`src/rtcu_defs.vh`:
```
// Constants for the rotate-through-carry unit
`ifndef RTCU_DEFS_VH
`define RTCU_DEFS_VH
`define RTCU_DW 8
`define RTCU_AW 8
`define RTCU_DEPTH 192
`define RTCU_MSB 7
`define RTCU_LSB 0
// Operation codes
`define RTCU_OPW 3
`define RTCU_OP_LEFT_CY_MEM 3'h0
`define RTCU_OP_LEFT_CY_WREG 3'h1
`define RTCU_OP_RIGHT_MEM 3'h2
`define RTCU_OP_RIGHT_WREG 3'h3
`define RTCU_OP_RIGHT_CY_MEM 3'h4
`define RTCU_OP_RIGHT_CY_WREG 3'h5
// One-hot states
`define RTCU_SW 3
`define RTCU_ST_IDLE 3'h1
`define RTCU_ST_READ 3'h2
`define RTCU_ST_EXEC 3'h4
// Reset values
`define RTCU_WREG_RST 8'h00
`define RTCU_CY_RST 1'h0
`define RTCU_RESULT_RST 8'h00
`endif

```
`src/rtcu_dmem.v`:
```
// Small data memory with registered read data
`timescale 1ns/1ps
`default_nettype none
`include "rtcu_defs.vh"
module rtcu_dmem #(
  parameter DW = `RTCU_DW,
  parameter AW = `RTCU_AW,
  parameter DEPTH = `RTCU_DEPTH
) (
  input wire clk,
  input wire [AW-1:0] raddr,
  output reg [DW-1:0] rdata_q,
  input wire we,
  input wire [AW-1:0] waddr,
  input wire [DW-1:0] wdata
);
  reg [DW-1:0] mem [0:DEPTH-1];

  // Write port and registered read port
  always @(posedge clk) begin
    if (we) begin
      mem[waddr] <= wdata;
    end
    rdata_q <= mem[raddr];
  end
endmodule
`default_nettype wire

```
`src/rtcu_unit.v`:
```
// Rotate datapath with carry flag, working register and data memory
`timescale 1ns/1ps
`default_nettype none
`include "rtcu_defs.vh"
// Contract
// - Memory rotate left through carry: old carry to bit 0, bit 7 to carry.
// - Same rotate left to working register, carry from bit 7, memory kept.
// - Memory rotate right: bit 0 into bit 7, no flag changes.
// - Rotate right to working register, memory and carry untouched.
// - Memory rotate right through carry: old carry to bit 7, bit 0 to carry.
// - Same rotate right to working register, carry from bit 0, memory kept.
module rtcu_unit #(
  parameter DW = `RTCU_DW,
  parameter AW = `RTCU_AW,
  parameter DEPTH = `RTCU_DEPTH
) (
  input wire clk,
  input wire reset,
  input wire start,
  input wire [`RTCU_OPW-1:0] op,
  input wire [AW-1:0] addr,
  input wire cy_load,
  input wire cy_in,
  input wire wreg_load,
  input wire [DW-1:0] wreg_in,
  output wire busy,
  output reg done_q,
  output reg cy_q,
  output reg [DW-1:0] working_register_q,
  output reg [DW-1:0] result_q
);
  // One-hot sequencer states
  localparam [`RTCU_SW-1:0] ST_IDLE = `RTCU_ST_IDLE;
  localparam [`RTCU_SW-1:0] ST_READ = `RTCU_ST_READ;
  localparam [`RTCU_SW-1:0] ST_EXEC = `RTCU_ST_EXEC;

  // Sequencer state
  reg [`RTCU_SW-1:0] state_q;
  reg [`RTCU_SW-1:0] state_d;

  // Instruction latched when a request is taken
  reg [`RTCU_OPW-1:0] op_q;
  reg [AW-1:0] addr_q;

  // Controls decoded from the latched instruction
  reg rotate;
  reg dir_left;
  reg thru_cy;
  reg to_mem;
  reg to_wreg;
  reg upd_cy;

  // Operand from memory and the two rotate networks
  wire [DW-1:0] opnd;
  wire [DW-1:0] rot_left;
  wire [DW-1:0] rot_right;
  reg [DW-1:0] rot;
  reg new_cy;

  // Handshake and phase strobes
  wire take;
  wire exec;
  wire mem_we;

  // Next values of the registered outputs
  reg done_d;
  reg cy_d;
  reg [DW-1:0] working_register_d;
  reg [DW-1:0] result_d;

  // Per-bit generate index
  genvar gi;

  // Busy covers the read and execute cycles; start is ignored meanwhile
  assign busy = (state_q != ST_IDLE);
  assign take = start && !busy;
  assign exec = (state_q == ST_EXEC);
  // Only memory variants write, and only in their execute cycle
  assign mem_we = exec && to_mem;

  // Memory read at the latched address, write back to the same one
  rtcu_dmem #(.DW(DW), .AW(AW), .DEPTH(DEPTH)) u_mem (
    .clk(clk),
    .raddr(addr_q),
    .rdata_q(opnd),
    .we(mem_we),
    .waddr(addr_q),
    .wdata(rot)
  );

  // Instruction decode; unused codes pass the operand and store nothing
  always @* begin
    rotate = 1'h0;
    dir_left = 1'h0;
    thru_cy = 1'h0;
    to_mem = 1'h0;
    to_wreg = 1'h0;
    upd_cy = 1'h0;
    case (op_q)
      `RTCU_OP_LEFT_CY_MEM: begin
        rotate = 1'h1;
        dir_left = 1'h1;
        thru_cy = 1'h1;
        to_mem = 1'h1;
        upd_cy = 1'h1;
      end
      `RTCU_OP_LEFT_CY_WREG: begin
        rotate = 1'h1;
        dir_left = 1'h1;
        thru_cy = 1'h1;
        to_wreg = 1'h1;
        upd_cy = 1'h1;
      end
      `RTCU_OP_RIGHT_MEM: begin
        rotate = 1'h1;
        to_mem = 1'h1;
      end
      `RTCU_OP_RIGHT_WREG: begin
        rotate = 1'h1;
        to_wreg = 1'h1;
      end
      `RTCU_OP_RIGHT_CY_MEM: begin
        rotate = 1'h1;
        thru_cy = 1'h1;
        to_mem = 1'h1;
        upd_cy = 1'h1;
      end
      `RTCU_OP_RIGHT_CY_WREG: begin
        rotate = 1'h1;
        thru_cy = 1'h1;
        to_wreg = 1'h1;
        upd_cy = 1'h1;
      end
      default: begin
        rotate = 1'h0;
      end
    endcase
  end

  // Per-bit rotate networks; the end bits take the carry or the far end
  generate
    for (gi = 0; gi < DW; gi = gi + 1) begin : g_bit
      if (gi == `RTCU_LSB) begin : g_lsb
        assign rot_left[gi] = thru_cy ? cy_q : opnd[DW-1];
      end else begin : g_up
        assign rot_left[gi] = opnd[gi-1];
      end
      if (gi == DW-1) begin : g_msb
        assign rot_right[gi] = thru_cy ? cy_q : opnd[`RTCU_LSB];
      end else begin : g_down
        assign rot_right[gi] = opnd[gi+1];
      end
    end
  endgenerate

  // Result select; the new carry comes from the unrotated operand
  always @* begin
    rot = opnd;
    new_cy = cy_q;
    if (rotate) begin
      if (dir_left) begin
        rot = rot_left;
        new_cy = opnd[`RTCU_MSB];
      end else begin
        rot = rot_right;
        new_cy = opnd[`RTCU_LSB];
      end
    end
  end

  // Sequencer: idle, operand read, execute
  always @* begin
    case (state_q)
      ST_IDLE: begin
        state_d = take ? ST_READ : ST_IDLE;
      end
      ST_READ: begin
        state_d = ST_EXEC;
      end
      ST_EXEC: begin
        state_d = ST_IDLE;
      end
      default: begin
        state_d = ST_IDLE;
      end
    endcase
  end

  // Next values; the execute cycle wins over a load from outside
  always @* begin
    done_d = exec;
    cy_d = cy_q;
    working_register_d = working_register_q;
    result_d = result_q;
    if (exec) begin
      result_d = rot;
      if (upd_cy) begin
        cy_d = new_cy;
      end
      if (to_wreg) begin
        working_register_d = rot;
      end
    end else begin
      if (cy_load) begin
        cy_d = cy_in;
      end
      if (wreg_load) begin
        working_register_d = wreg_in;
      end
    end
  end

  // Sequencer state and instruction latch
  always @(posedge clk) begin
    if (reset) begin
      state_q <= ST_IDLE;
      op_q <= `RTCU_OP_RIGHT_WREG;
      addr_q <= {AW{1'h0}};
    end else begin
      state_q <= state_d;
      if (take) begin
        op_q <= op;
        addr_q <= addr;
      end
    end
  end

  // Done pulse, carry flag, working register and result
  always @(posedge clk) begin
    if (reset) begin
      done_q <= 1'h0;
      cy_q <= `RTCU_CY_RST;
      working_register_q <= `RTCU_WREG_RST;
      result_q <= `RTCU_RESULT_RST;
    end else begin
      done_q <= done_d;
      cy_q <= cy_d;
      working_register_q <= working_register_d;
      result_q <= result_d;
    end
  end
endmodule
`default_nettype wire

```
`config.mk`:
```
export PLATFORM = sky130hd
export DESIGN_NAME = rtcu_unit
export DESIGN_NICKNAME = d
export VERILOG_FILES = /design/src/rtcu_dmem.v /design/src/rtcu_unit.v
export VERILOG_INCLUDE_DIRS = /design/src
export SDC_FILE = /design/constraint.sdc
export NUM_CORES = 1
export LEC_CHECK = 0
export BUFFER_PORTS_ARGS = -buffer_cell sky130_fd_sc_hd__clkbuf_2
export CAP_MARGIN = 0
export CORE_MARGIN = 5
export CORE_UTILIZATION = 35
export CTS_BUF_LIST = sky130_fd_sc_hd__clkbuf_8
export CTS_CLUSTER_DIAMETER = 60
export DETAILED_ROUTE_END_ITERATION = 12
export HOLD_SLACK_MARGIN = 0.06
export REMOVE_ABC_BUFFERS = 1
export SLEW_MARGIN = 0
export SYNTH_ARGS = -nofsm -noshare
export SYNTH_HDL_FRONTEND = slang
export SYNTH_SLANG_ARGS = --single-unit
```
`constraint.sdc`:
```
create_clock -name clk -period 14.8 [get_ports clk]
set_input_delay 2.96 -clock clk [delete_from_list [all_inputs] [get_ports clk]]
set_output_delay 2.96 -clock clk [all_outputs]
set_load 0.005 [all_outputs]
```
==> out/results.ini <==
[clock_network]
clock_latency_ns = 0.99
cts_setup_buffers = 0
cts-hold-fix-buffers = 0
clock_path_buffers = 4
cts_resized = 0
tritoncts = done
root_buffer = clkbuf_8
cts_max_level = 5
numCtsBuffers = 275
cts_sinks = 1576
cts.reportedPaths.clkPinSlew_ns = 0.06

[placement]
dp.cells = 5247
io_buffers = 43
dpl_cell_area_sq_um = 64100
globalplace.congestion = 0.806
place_hpwl_microns = 95800

[synthesis]
synth_area_sq_um = 61200
synthDistinctLibCells = 59
synthFlopType = edfxtp_1
ys_warn_count = 0
synth-edff-count = 1536
synth.top_cell.area_share = 0.754
synth-seq-cells = 1576
ys_seq_area_frac = 0.767
synthArstFlopShare = 0
synth_area_leaders = edfxtp_1 (75%), mux4_2 (13%), mux2i_1 (2.1%), nor2_1 (1.5%), dfxtp_1 (1.3%)
yosys.area.top_type = edfxtp_1
syn_avg_cell_area_sq_um = 20.4
syn_inst = 2991

[power]
vdd_drop_max_uv = 97.1
seqPwrFrac = 0.546
leakage_nw = 20.9
switching_power_mw = 2.42
p_int_mw = 7.30
power_frac_comb = 0.096
finalPower_mw = 9.72
pwr_density_cell_nw_per_um2 = 142
p_sw_frac = 0.249
p_clk_frac = 0.358

[sta]
rsz0062_at_grt = no
skew_ns = 0.0685
tightest_slew_ns = 1.25
fmax_ghz = 0.203
setup_viol = 0
final_period_minus_worst_setup_slack_ns = 4.93
whs_ns = 0.453
slew_violations = 0
period_share = 0.333
max_slew_margin = 0.162
hold_viol = 0

[setup_path]
r2r_start = addr_q[1]$_SDFFE_PP0P_
critPathMaxStageDelay_ns = 0.80
rrSetupSlack_ns = 9.87
end_kind = flop
worstPathRequired_ns = 15.65
r2r-end = u_mem.rdata_q[1]$_DFF_P_
cp_data_arrival_time_ns = 5.78
critPathKind = reg -> reg
cpMaxStageDelayCell = buf_4
cp-start-kind = flop
worstPathCellList = buf_4 -> buf_4 -> buf_4 -> mux4_2 -> mux2i_1 -> o32ai_1 -> or3_1 -> or4_1
path_common_cell = buf_4
crit_fanout = 50
rr_worst_depth = 8

[die]
die_y_microns = 428
initial_utilization = 0.352
die_area_sq_um = 183000
core-area_sq_um = 174000
die_x_microns = 428
io_pins = 44
num_rows = 153

[detailed_routing]
via_per_inst = 5.44
drtIter0Drc = 3343
num_vias = 31000
drcViolationCount = 0
wl_per_cell_microns = 28.4
routed_wl_microns = 161000
postRouteAntennaNets = 0
drtPass1Iterations = 5

[worst_hold_path]
hold_depth = 1
hp-start = state_q[0]$_SDFF_PP1_
hold_class = reg -> reg
holdPathEnd = state_q[2]$_SDFF_PP0_

[grt]
overflow = 0
grt_pass1_vias = 31700
grt_max_degree = 106
antenna_found_initial = 8
grt_pass1_wl_microns = 231000
grtUsageTotal = 0.172

[cells_and_area]
nets = 3224
final_util = 0.395
syn_to_final_growth_pct = 12.3
fillers = 15700
layout_common_cells = edfxtp_1 (1536), mux4_2 (352), clkbuf_8 (289), nor2_1 (234), mux2i_1 (131)
drive_above_1_share = 0.239
design_area_sq_um = 68700
final_cells = 5695
final_common_cell = edfxtp_1

[run]
max-cap-violations = 0

[outcome]
status = finished, final reports clean

## state kept, by name (all words and copies together) (netlist names), 3 cells and up
name and flops:
working_register_q 8, state_q 3, addr_q 8, result_q 8, u_mem.rdata_q 8, op_q 3
u_mem.mem 1536
## power by group through the flow
stage	Sequential [mW]	Clock, mW	Combinational [mW]
floorplan	5.64	0	0.563
global placement	5.40	0	0.908
detailed placement	5.40	0	0.937
CTS	5.31	3.56	0.935
global route	5.31	3.78	0.986
finish	5.31	3.48	0.930
## critical path: cells and delay by family, from the launching register on
kind	cells	cell delay, ns
AOI/OAI and AO/OA	1	0.14
DFF	1	0.74
buffers and inverters	3	2.14
and+or+nand+nor	2	0.84
muxes	2	0.83
## synth_stat cells, drive strengths merged, types with 3 or more instances
| cell | number |
|---|---|
| edfxtp | 1536 |
| mux4 | 353 |
| nor2 | 241 |
| mux2i | 131 |
| buf | 119 |
| nand2 | 115 |
| a22oi | 75 |
| clkbuf | 68 |
| dfxtp | 40 |
| o21ai | 36 |
| a21oi | 32 |
| a221oi | 30 |
| nand3 | 29 |
| nand4 | 20 |
| a22o | 17 |
| nand2b | 13 |
| a311oi | 12 |
| o211ai | 12 |
| nor3 | 11 |
| nor2b | 10 |
| a211oi | 7 |
| a31oi | 7 |
| o22ai | 6 |
| or3 | 6 |
| and2 | 5 |
| nor3b | 5 |
| inv | 4 |
| mux2 | 4 |
| nand3b | 4 |
| o221ai | 4 |
| and3 | 3 |
| o2111ai | 3 |
| o22a | 3 |
## per-layer routing
layer / global-route usage / share of wire / up-vias
li1: - / - / 12800
met1: 0.229 / 0.41 / 16400
met2: 0.266 / 0.47 / 1459
met3: 0.0527 / 0.087 / 338
met4: 0.0679 / 0.039 / 2
met5: 0 / 0.000074 / -
## logic make-up (layout without fill, tap and decap cells)
group	Yosys count	in the layout	synth area share
other cells	0	2	0
mux	488	488	0.152
buf+inv	192	569	0.0161
compound gates	259	259	0.0305
flops	1576	1576	0.767
simple gates	476	476	0.0340
## through the flow
stage	setup WS [ns]	TNS [ns]
2_1_floorplan	-0.0755	-0.173
3_3_place_gp	9.84	0
3_5_place_dp	9.82	0
4_1_cts	9.83	0
5_1_grt	9.55	0
6_report	9.87	0
## how the worst max path moves through the flow
stage                                     to  depth (start not counted)              startpoint
floorplan           u_mem.rdata_q[0]$_DFF_P_                          6  addr_q[1]$_SDFFE_PP0P_
global placement    u_mem.rdata_q[6]$_DFF_P_                          8  addr_q[1]$_SDFFE_PP0P_
detailed placement  u_mem.rdata_q[1]$_DFF_P_                          8  addr_q[1]$_SDFFE_PP0P_
CTS                 u_mem.rdata_q[1]$_DFF_P_                          8  addr_q[1]$_SDFFE_PP0P_
global route        u_mem.rdata_q[6]$_DFF_P_                          8  addr_q[1]$_SDFFE_PP0P_
finish              u_mem.rdata_q[1]$_DFF_P_                          8  addr_q[1]$_SDFFE_PP0P_
## area by class of cell
type | instances | area (sq um) | area share
clock inverters | 157 | 652 | 0.00949
diodes | 2 | 5.00 | 0.0000728
well taps | 2325 | 2910 | 0.0423
flip-flops and latches | 1576 | 46900 | 0.683
inverters | 5 | 18.8 | 0.000273
repair buffers | 118 | 816 | 0.0119
multi-input cells | 1223 | 13400 | 0.195
clock buffers | 289 | 3980 | 0.0579
(Power assumes the default switching activity.)
